`src/hdl/pll_ctl_pkg.sv`:
```
package pll_ctl_pkg;
  // Register indices; the byte address is four times the index
  localparam logic [5:0] IDX_CTRL      = 6'h00;
  localparam logic [5:0] IDX_PUMP      = 6'h01;
  localparam logic [5:0] IDX_FILTER    = 6'h04;
  localparam logic [5:0] IDX_DPA_RES   = 6'h05;
  localparam logic [5:0] IDX_CLK_DIV   = 6'h06;
  localparam logic [5:0] IDX_REF       = 6'h07;
  localparam logic [5:0] IDX_SWRST     = 6'h08;
  localparam logic [5:0] IDX_STATE     = 6'h09;
  localparam logic [5:0] IDX_STATUS    = 6'h12;
  localparam int         ADDR_W        = 8;
  localparam int         DATA_W        = 32;
  // Field positions
  localparam int CTRL_FORCE_BIT  = 0;
  localparam int CTRL_POL_BIT    = 1;
  localparam int CTRL_SPOL_BIT   = 2;
  localparam int CTRL_SRC_LSB    = 6;
  localparam int PUMP_ICP_LSB    = 0;
  localparam int PUMP_VCO_LSB    = 4;
  localparam int FILT_SEL_BIT    = 7;
  localparam int FILT_OFS_LSB    = 0;
  localparam int CLKDIV_LSB      = 6;
  localparam int REF_SEL_BIT     = 7;
  localparam int REF_DIV_LSB     = 0;
  localparam int STATUS_LOCK_BIT = 1;
  // Reset values
  localparam logic [7:0] CTRL_RST    = 8'h01;
  localparam logic [7:0] PUMP_RST    = 8'h03;
  localparam logic [7:0] FILTER_RST  = 8'h00;
  localparam logic [1:0] DPA_RES_RST = 2'h0;
  localparam logic [7:0] CLKDIV_RST  = 8'h00;
  localparam logic [7:0] REF_RST     = 8'h01;
  // Codes
  localparam logic [3:0] SWRST_KEY     = 4'ha;
  localparam logic [1:0] SRC_LOW       = 2'h0;
  localparam logic [1:0] SRC_LOCK      = 2'h1;
  localparam logic [1:0] SRC_REF       = 2'h3;
  localparam logic [1:0] RES_16        = 2'h0;
  localparam logic [1:0] RES_32        = 2'h1;
  localparam logic [1:0] RES_64        = 2'h3;
  localparam logic [2:0] ICP_RESERVED  = 3'h7;
  localparam logic [1:0] RESP_OKAY     = 2'h0;
  localparam logic [1:0] RESP_SLVERR   = 2'h2;
  localparam logic [1:0] REARM_EDGES   = 2'h2;
  localparam int         REF_DIV_W     = 7;
endpackage : pll_ctl_pkg

```
`src/hdl/sync_ctl_if.sv`:
```
`timescale 1ns/100ps
interface sync_ctl_if;
  import pll_ctl_pkg::*;
  logic                 force_on;
  logic                 polarity;
  logic                 hold_raw;
  logic                 hold_sync;
  logic                 hsync_rise;
  logic                 pump_on;
  logic [REF_DIV_W-1:0] ref_div;
  logic                 osc_rise;
  logic                 ref_level;
  modport ctrl (output force_on, polarity, hold_raw, hold_sync, hsync_rise, ref_div, osc_rise,
                input pump_on, ref_level);
  modport pump (input force_on, polarity, hold_raw, hold_sync, hsync_rise, output pump_on);
  modport refg (input ref_div, osc_rise, output ref_level);
endinterface : sync_ctl_if

```
`src/hdl/ref_generator.sv`:
```
`timescale 1ns/100ps
module ref_generator
  import pll_ctl_pkg::*;
(
  // Clock and reset
  input wire logic aclk,
  input wire logic aresetn,
  // Control side
  sync_ctl_if.refg rg
);

  logic [REF_DIV_W-1:0] low_left;

  // One oscillator period high, then N+1 low, back to back with no gap
  always_ff @(posedge aclk) begin
    if (!aresetn) begin
      rg.ref_level <= 1'b1;
      low_left     <= '0;
    end else if (rg.osc_rise) begin
      if (rg.ref_level) begin
        rg.ref_level <= 1'b0;
        low_left     <= rg.ref_div;
      end else if (low_left == '0) begin
        rg.ref_level <= 1'b1;
      end else begin
        low_left <= low_left - 1'b1;
      end
    end
  end
endmodule : ref_generator

```
`src/hdl/pump_gate.sv`:
```
`timescale 1ns/100ps
module pump_gate
  import pll_ctl_pkg::*;
(
  // Clock and reset
  input wire logic aclk,
  input wire logic aresetn,
  // Control side
  sync_ctl_if.pump pg
);

  logic       armed;
  logic [1:0] edges;
  logic       cond_raw;
  logic       cond_sync;

  assign cond_raw  = pg.force_on | (pg.hold_raw == ~pg.polarity);
  assign cond_sync = pg.force_on | (pg.hold_sync == ~pg.polarity);

  // Re-arm only after the second sync edge once the hold condition is gone
  always_ff @(posedge aclk) begin
    if (!aresetn) begin
      armed <= 1'b1;
      edges <= '0;
    end else if (!cond_sync) begin
      armed <= 1'b0;
      edges <= '0;
    end else if (!armed && pg.hsync_rise) begin
      if (edges + 2'h1 == REARM_EDGES) begin
        armed <= 1'b1;
      end
      edges <= edges + 2'h1;
    end
  end

  // The raw pin cuts the pump with no clock in the path; re-enable is clocked
  assign pg.pump_on = pg.force_on | (armed & cond_raw);
endmodule : pump_gate

```
`src/hdl/pll_sync_ref_control.sv`:
```
`timescale 1ns/100ps
// Summary of operation
// - Force bit or polarity-matched hold enables pump
// - Hold cuts pump instantly; second sync re-arms
// - Source 00 drives low, 01 drives lock
// - Source 11: reference or polarity-adjusted sync
// - Clock divider field selects 1, 2, 4, 8
// - Pump current codes 0 to 6 select power-of-two microamps; code 7 gives zero
// - VCO divider field selects 2, 4, 8, 16
// - Resolution selects 16, 32, 64 elements
// - Resolution shadowed until reset key written
// - Reference high one period, low N+1
// - Select bit feeds reference to phase detector
// - Filter bit selects internal or external filter
module pll_sync_ref_control
  import pll_ctl_pkg::*;
(
  // Clock and reset
  input  wire logic              aclk,
  input  wire logic              aresetn,
  // AXI4-Lite write
  input  wire logic [ADDR_W-1:0] awaddr,
  input  wire logic              awvalid,
  output logic                   awready,
  input  wire logic [DATA_W-1:0] wdata,
  input  wire logic [3:0]        wstrb,
  input  wire logic              wvalid,
  output logic                   wready,
  output logic [1:0]             bresp,
  output logic                   bvalid,
  input  wire logic              bready,
  // AXI4-Lite read
  input  wire logic [ADDR_W-1:0] araddr,
  input  wire logic              arvalid,
  output logic                   arready,
  output logic [DATA_W-1:0]      rdata,
  output logic [1:0]             rresp,
  output logic                   rvalid,
  input  wire logic              rready,
  // Pins
  input  wire logic              osc_in,
  input  wire logic              hsync_in,
  input  wire logic              pump_hold_input,
  input  wire logic              pll_locked_in,
  // Analog control
  output logic                   pump_enable,
  output logic                   lockref_out,
  output logic                   phase_detect_in,
  output logic                   loop_filter_internal,
  output logic [6:0]             pump_current_ua,
  output logic [4:0]             vco_divide,
  output logic [3:0]             clk_divide,
  output logic [6:0]             dpa_elements,
  output logic [5:0]             phase_offset_value,
  output logic [1:0]             dpa_res_working
);

  // Power-of-two factor from a two-bit code
  function automatic logic [4:0] pow2(input logic [1:0] code);
    pow2 = 5'h01 << code;
  endfunction : pow2

  // Largest offset allowed for a resolution code; reserved maps to zero
  function automatic logic [5:0] max_offset(input logic [1:0] res);
    case (res)
      RES_16:  max_offset = 6'h0f;
      RES_32:  max_offset = 6'h1f;
      RES_64:  max_offset = 6'h3f;
      default: max_offset = 6'h00;
    endcase
  endfunction : max_offset

  ////////////////////////////////////////////////////////////////////////////
  // Pin synchronisers, then edge detection on the second stage only
  localparam int NSYNC = 4;
  logic [NSYNC-1:0] sync_ff1;
  logic [NSYNC-1:0] sync_ff2;
  logic             osc_prev;
  logic             hsync_prev;
  logic             hsync_s;
  logic             locked_s;

  always_ff @(posedge aclk) begin
    if (!aresetn) begin
      sync_ff1 <= '0;
      sync_ff2 <= '0;
    end else begin
      sync_ff1 <= {pll_locked_in, pump_hold_input, hsync_in, osc_in};
      sync_ff2 <= sync_ff1;
    end
  end

  always_ff @(posedge aclk) begin
    if (!aresetn) begin
      osc_prev   <= 1'b0;
      hsync_prev <= 1'b0;
    end else begin
      osc_prev   <= sync_ff2[0];
      hsync_prev <= sync_ff2[1];
    end
  end

  assign hsync_s  = sync_ff2[1];
  assign locked_s = sync_ff2[3];

  ////////////////////////////////////////////////////////////////////////////
  // Registers
  logic [7:0] reg_ctrl;
  logic [7:0] reg_pump;
  logic [7:0] reg_filter;
  logic [1:0] res_shadow;
  logic [7:0] reg_clkdiv;
  logic [7:0] reg_ref;

  logic              aw_held;
  logic              w_held;
  logic [ADDR_W-1:0] aw_addr_q;
  logic [7:0]        w_data_q;
  logic              w_lane0_q;
  logic              do_write;
  logic [5:0]        w_idx;
  logic              swrst_hit;

  assign awready  = !aw_held;
  assign wready   = !w_held;
  assign do_write = aw_held && w_held && !bvalid;
  assign w_idx    = aw_addr_q[ADDR_W-1:2];
  assign swrst_hit = do_write && w_lane0_q && w_idx == IDX_SWRST && w_data_q[3:0] == SWRST_KEY;

  // Address and data are taken in either order and held until both are in
  always_ff @(posedge aclk) begin
    if (!aresetn) begin
      aw_held   <= 1'b0;
      w_held    <= 1'b0;
      aw_addr_q <= '0;
      w_data_q  <= '0;
      w_lane0_q <= 1'b0;
    end else begin
      if (awvalid && awready) begin
        aw_held   <= 1'b1;
        aw_addr_q <= awaddr;
      end else if (do_write) begin
        aw_held <= 1'b0;
      end
      if (wvalid && wready) begin
        w_held    <= 1'b1;
        w_data_q  <= wdata[7:0];
        w_lane0_q <= wstrb[0];
      end else if (do_write) begin
        w_held <= 1'b0;
      end
    end
  end

  function automatic logic mapped(input logic [5:0] idx, input logic wr);
    case (idx)
      IDX_CTRL, IDX_PUMP, IDX_FILTER, IDX_DPA_RES, IDX_CLK_DIV, IDX_REF: mapped = 1'b1;
      IDX_SWRST:              mapped = wr;
      IDX_STATE, IDX_STATUS:  mapped = !wr;
      default:                mapped = 1'b0;
    endcase
  endfunction : mapped

  always_ff @(posedge aclk) begin
    if (!aresetn) begin
      bvalid <= 1'b0;
      bresp  <= RESP_OKAY;
    end else if (do_write) begin
      bvalid <= 1'b1;
      bresp  <= mapped(w_idx, 1'b1) ? RESP_OKAY : RESP_SLVERR;
    end else if (bready) begin
      bvalid <= 1'b0;
    end
  end

  always_ff @(posedge aclk) begin
    if (!aresetn) begin
      reg_ctrl   <= CTRL_RST;
      reg_pump   <= PUMP_RST;
      reg_filter <= FILTER_RST;
      res_shadow <= DPA_RES_RST;
      reg_clkdiv <= CLKDIV_RST;
      reg_ref    <= REF_RST;
    end else if (do_write && w_lane0_q) begin
      case (w_idx)
        IDX_CTRL:    reg_ctrl   <= w_data_q;
        IDX_PUMP:    reg_pump   <= w_data_q;
        IDX_FILTER:  reg_filter <= w_data_q;
        IDX_DPA_RES: res_shadow <= w_data_q[1:0];
        IDX_CLK_DIV: reg_clkdiv <= w_data_q;
        IDX_REF:     reg_ref    <= w_data_q;
        default:     ;
      endcase
    end
  end

  // Working resolution moves only on the software reset key
  always_ff @(posedge aclk) begin
    if (!aresetn) begin
      dpa_res_working <= DPA_RES_RST;
    end else if (swrst_hit) begin
      dpa_res_working <= res_shadow;
    end
  end

  ////////////////////////////////////////////////////////////////////////////
  // Pump gate and reference generator
  sync_ctl_if sc ();

  assign sc.force_on   = reg_ctrl[CTRL_FORCE_BIT];
  assign sc.polarity   = reg_ctrl[CTRL_POL_BIT];
  assign sc.hold_raw   = pump_hold_input;
  assign sc.hold_sync  = sync_ff2[2];
  assign sc.hsync_rise = hsync_s && !hsync_prev;
  assign sc.osc_rise   = sync_ff2[0] && !osc_prev;
  assign sc.ref_div    = reg_ref[REF_DIV_LSB +: REF_DIV_W];
  assign pump_enable   = sc.pump_on;

  pump_gate u_pump (
    .aclk    (aclk),
    .aresetn (aresetn),
    .pg      (sc.pump)
  );

  ref_generator u_ref (
    .aclk    (aclk),
    .aresetn (aresetn),
    .rg      (sc.refg)
  );

  ////////////////////////////////////////////////////////////////////////////
  // Read port, one cycle after the address is taken
  logic [7:0] rd_val;

  always_comb begin
    rd_val = 8'h00;
    case (araddr[ADDR_W-1:2])
      IDX_CTRL:    rd_val = reg_ctrl;
      IDX_PUMP:    rd_val = reg_pump;
      IDX_FILTER:  rd_val = reg_filter;
      IDX_DPA_RES: rd_val = {6'h00, res_shadow};
      IDX_CLK_DIV: rd_val = reg_clkdiv;
      IDX_REF:     rd_val = reg_ref;
      IDX_STATE:   rd_val = {4'h0, sc.ref_level, sc.pump_on, dpa_res_working};
      IDX_STATUS:  rd_val = 8'(locked_s) << STATUS_LOCK_BIT;
      default:     rd_val = 8'h00;
    endcase
  end

  assign arready = !rvalid;

  always_ff @(posedge aclk) begin
    if (!aresetn) begin
      rvalid <= 1'b0;
      rdata  <= '0;
      rresp  <= RESP_OKAY;
    end else if (arvalid && arready) begin
      rvalid <= 1'b1;
      rdata  <= {24'h000000, rd_val};
      rresp  <= mapped(araddr[ADDR_W-1:2], 1'b0) ? RESP_OKAY : RESP_SLVERR;
    end else if (rready) begin
      rvalid <= 1'b0;
    end
  end

  ////////////////////////////////////////////////////////////////////////////
  // Decoded analog controls, registered
  logic [1:0] src_sel;
  logic       ref_sel;
  logic [2:0] icp_code;
  logic [5:0] ofs_req;

  assign src_sel  = reg_ctrl[CTRL_SRC_LSB +: 2];
  assign ref_sel  = reg_ref[REF_SEL_BIT];
  assign icp_code = reg_pump[PUMP_ICP_LSB +: 3];
  assign ofs_req  = reg_filter[FILT_OFS_LSB +: 6];

  always_ff @(posedge aclk) begin
    if (!aresetn) begin
      lockref_out <= 1'b0;
    end else begin
      case (src_sel)
        SRC_LOW:  lockref_out <= 1'b0;
        SRC_LOCK: lockref_out <= locked_s;
        SRC_REF:  lockref_out <= ref_sel ? sc.ref_level
                                         : hsync_s ^ reg_ctrl[CTRL_SPOL_BIT];
        default:  lockref_out <= 1'b0;
      endcase
    end
  end

  always_ff @(posedge aclk) begin
    if (!aresetn) begin
      phase_detect_in <= 1'b0;
    end else begin
      phase_detect_in <= ref_sel ? sc.ref_level : hsync_s;
    end
  end

  // Offsets above the working maximum are clipped, so a stray write cannot overrun
  always_ff @(posedge aclk) begin
    if (!aresetn) begin
      loop_filter_internal <= 1'b0;
      pump_current_ua      <= '0;
      vco_divide           <= '0;
      clk_divide           <= '0;
      dpa_elements         <= '0;
      phase_offset_value   <= '0;
    end else begin
      loop_filter_internal <= reg_filter[FILT_SEL_BIT];
      pump_current_ua      <= (icp_code == ICP_RESERVED) ? 7'h00 : 7'h01 << icp_code;
      vco_divide           <= pow2(reg_pump[PUMP_VCO_LSB +: 2]) << 1;
      clk_divide           <= 4'(pow2(reg_clkdiv[CLKDIV_LSB +: 2]));
      dpa_elements         <= 7'(max_offset(dpa_res_working)) + 7'h01;
      phase_offset_value   <= (ofs_req > max_offset(dpa_res_working))
                              ? max_offset(dpa_res_working) : ofs_req;
    end
  end
endmodule : pll_sync_ref_control

```
`config.mk`:
```
export PLATFORM = sky130hd
export DESIGN_NAME = pll_sync_ref_control
export DESIGN_NICKNAME = d
export VERILOG_FILES = /design/src/hdl/pll_ctl_pkg.sv /design/src/hdl/sync_ctl_if.sv /design/src/hdl/ref_generator.sv /design/src/hdl/pump_gate.sv /design/src/hdl/pll_sync_ref_control.sv
export SDC_FILE = /design/constraint.sdc
export NUM_CORES = 1
export LEC_CHECK = 0
export CORE_MARGIN = 8
export CORE_UTILIZATION = 45
export CTS_BUF_LIST = sky130_fd_sc_hd__clkbuf_2 sky130_fd_sc_hd__clkbuf_4 sky130_fd_sc_hd__clkbuf_8
export DETAILED_ROUTE_END_ITERATION = 8
export DONT_BUFFER_PORTS = 1
export PLACE_DENSITY = 0.69
export SYNTH_ARGS = -nofsm -noshare
export SYNTH_HDL_FRONTEND = slang
export SYNTH_SLANG_ARGS = --single-unit
```
`constraint.sdc`:
```
create_clock -name aclk -period 4.25 [get_ports aclk]
set_input_delay 0.2125 -clock aclk [delete_from_list [all_inputs] [get_ports aclk]]
set_output_delay 0.2125 -clock aclk [all_outputs]
set_load 0.01 [all_outputs]
```
==> flow_metrics.tcl <==
set metrics [dict create \
    status "complete, no violations" \
    portBuffers 0 \
    synth_xor_area_share_pct 0.830 \
    fin_nets 665 \
    grt_pass1_vias 3914 \
    synth-seq-area-share_pct 46.7 \
    drt-pass1-iter-count 5 \
    clock-sinks 123 \
    grt_max_degree 41 \
    ys_ff_latch 123 \
    die_x_um 124 \
    synth_top_family_by_area "simple AND/OR/NAND/NOR gates" \
    syn2layout_area_growth_pct 12.8 \
    grtUsageTotal_pct 15.7 \
    core_mm2 0.0114 \
    arrival_ps 2880 \
    ys_top_cells_by_count "dfxtp_1, nor2_1, nand2_1" \
    synthAdderAreaFrac_pct 1.66 \
    ios 139 \
    synth_flop_cell "dfxtp_1" \
    async_flop_share_pct 0 \
    slew_headroom_pct 48.6 \
    min_period_over_period_pct 60.2 \
    hold_violations 0 \
    synth_simple_gate_area_share_pct 20.1 \
    tritoncts "yes" \
    cp-start-kind "register" \
    worst_pin_slew_ps 764 \
    postRouteAntennaNets 0 \
    hold_slack_ps 31.1 \
    vias_per_cell 5.39 \
    synth_top_area_share_pct 46.7 \
    cellPowerDensity_mw_per_mm2 419 \
    clockBufferDepth 2 \
    rr_worst_depth 8 \
    setup_viol 0 \
    antenna_found_initial 0 \
    yosys_warnings 0 \
    required_ps 4580 \
    p_leak_nw 2.44 \
    postCtsSetupBuffers 0 \
    cts_resized 0 \
    grt_pass1_wl_mm 20.0 \
    synth_top_cell_by_area "dfxtp_1" \
    crit_path_top_delay_cell "dfxtp_1" \
    path_class "register to register" \
    cts_hold_buf 24 \
    clock-root-buffer "clkbuf_8" \
    hold_path_depth 2 \
    syn_area_per_cell_um2 9.17 \
    cp_cell_sequence "nand2b_1 > inv_2 > ha_1 > o211a_1 > a221o_1 > a31oi_2 > a31oi_4 > mux2_4" \
    antenna_cells 0 \
    clock_latency_ps 440 \
    initial_core_util_pct 46.2 \
    hp-class "input pin to register" \
    grt-ovfl-total 0 \
    ys_types 63 \
    finClkSkew_ps 11.5 \
    maxCapViolCount 0 \
    fp-row-count 39 \
    totalWireLength_mm 12.3 \
    synth_compound_area_share_pct 12.4 \
    tns_ps 0 \
    netlist_area_mm2 0.00528 \
    cp_max_fo 8 \
    synth_edf_count 0 \
    max_stage_delay_ps 580 \
    cts-buffers-inserted 17 \
    num_vias 4050 \
    syn_inst 575 \
    drt_iter0_drc 264 \
    clkTransAtPathRegs_ps 70 \
    slew_violations 0 \
    irDropWorstVdd_v 0.000378 \
    total_power_mw 2.49 \
    period_needed_ps 2560 \
    rsz0062_at_grt "no" \
    synthTopCellsByArea "dfxtp_1, mux2i_1, nor2_1" \
    place.gp.congestion 0.831 \
    die_area_mm2 0.0154 \
    wire_per_inst_um 16.4 \
    dp_hpwl_mm 8.67 \
    htree_levels 4 \
    die_h_um 124 \
    synthMuxAreaShare_pct 10.6 \
    drc 0 \
    end_kind "register" \
    fmax_mhz 391 \
    layout-drive-gt1-share_pct 9.38 \
    synth_most_common_cell "dfxtp_1" \
]
-- final cells by class --
cell class | count | area, um^2
multi-input cells | 408 | 2510
flip-flops and latches | 123 | 2460
well taps | 143 | 179
fillers | 1043 | 5470
inverters | 18 | 67.6
clock inverters | 7 | 135
repair buffers | 27 | 273
clock buffers | 25 | 319
-- cells in the final DEF (no fill, tap or decap), drive strengths merged, types with 2 or more instances in the layout --
master / synthesis / routed
o21ai: 16 / 16
nor3b: 3 / 3
nor2: 67 / 67
mux2: 7 / 7
xnor2: 2 / 2
a21oi: 32 / 32
nand2: 65 / 65
nor3: 12 / 12
bufinv: 0 / 4
clkinv: 0 / 3
mux2i: 43 / 43
nor2b: 4 / 4
o211ai: 3 / 3
a22o: 7 / 7
or3: 3 / 3
a21o: 2 / 2
ha: 7 / 7
buf: 39 / 4
xor2: 3 / 3
a31oi: 4 / 4
and2: 13 / 13
a211oi: 2 / 2
nor4: 3 / 3
nand2b: 16 / 16
conb: 1 / 30
dlygate4sd3: 0 / 23
a32o: 2 / 2
clkbuf: 16 / 25
mux4: 2 / 2
nor4b: 3 / 3
a222oi: 2 / 2
and3: 6 / 6
nand3: 17 / 17
inv: 18 / 18
dfxtp: 123 / 123
a22oi: 13 / 13
or4: 2 / 2
-- critical path, delay by kind of cell (launching register included) --
family                     cells  cell delay (ps)
AOI/OAI and AO/OA              4              920
DFF                            1              580
and+or+nand+nor                1              330
muxes                          1              310
adders and majority gates      1              200
buffers and inverters          1              100
-- flip-flops by register name (all words and copies together), names as in the netlist, 2 cells and up, named ones only --
signal	count
sync_ff2	4
aw_addr_q	6
clk_divide	4
reg_ref	8
reg_clkdiv	8
reg_filter	8
res_shadow	2
reg_ctrl	8
vco_divide	4
reg_pump	8
dpa_res_working	2
dpa_elements	4
sync_ff1	4
w_data_q	8
pump_current_ua	7
u_pump.edges	2
phase_offset_value	6
rdata	8
u_ref.low_left	7
-- layer usage --
layer  track usage (%)  vias up  wire length [um]
met4              7.37        0               316
met3              6.55       25              1120
met2              24.2      169              5670
met1              18.6     1883              5220
li1                  -     1973                 -
met5                 0        -                 0
-- power by group --
part / internal (mW) / total, mW / switching [mW]
clock network: 0.726 / 1.16 / 0.432
registers: 1.18 / 1.21 / 0.0324
logic: 0.0514 / 0.127 / 0.0754
-- logic make-up (layout without fill, tap and decap cells) --
logic type / count (synthesis) / in the layout
and+or+nand+nor: 220 / 220
DFF: 123 / 123
AOI/OAI and AO/OA: 94 / 94
buffers and inverters: 73 / 77
muxes: 52 / 52
adders and majority gates: 7 / 7
xor gates and xnor gates: 5 / 5
other: 1 / 30
-- stage by stage --
| step | util (%) | instances | setup slack, ps | area (um^2) |
|---|---|---|---|---|
| 6_report | 52.1 | 751 | 1690 | 5950 |
| 5_1_grt | 52.1 | 751 | 1600 | 5950 |
| 4_1_cts | 52.1 | 751 | 1720 | 5950 |
| 3_5_place_dp | 45.9 | 695 | 1740 | 5250 |
| 3_3_place_gp | 45.9 | 695 | 1760 | 5250 |
| 2_1_floorplan | - | 604 | 2030 | 5380 |
-- worst paths after layout --
path / start / to / slack [ps]
setup / recovery: dpa_res_working[0] / phase_offset_value[5] / 1690
hold / removal: aresetn / reg_ref[0] / 30
setup reg to reg: dpa_res_working[0] / phase_offset_value[5] / 1690
hold reg to reg: sync_ff1[2] / sync_ff2[2] / 430
Power figures use the tool's default switching activity.
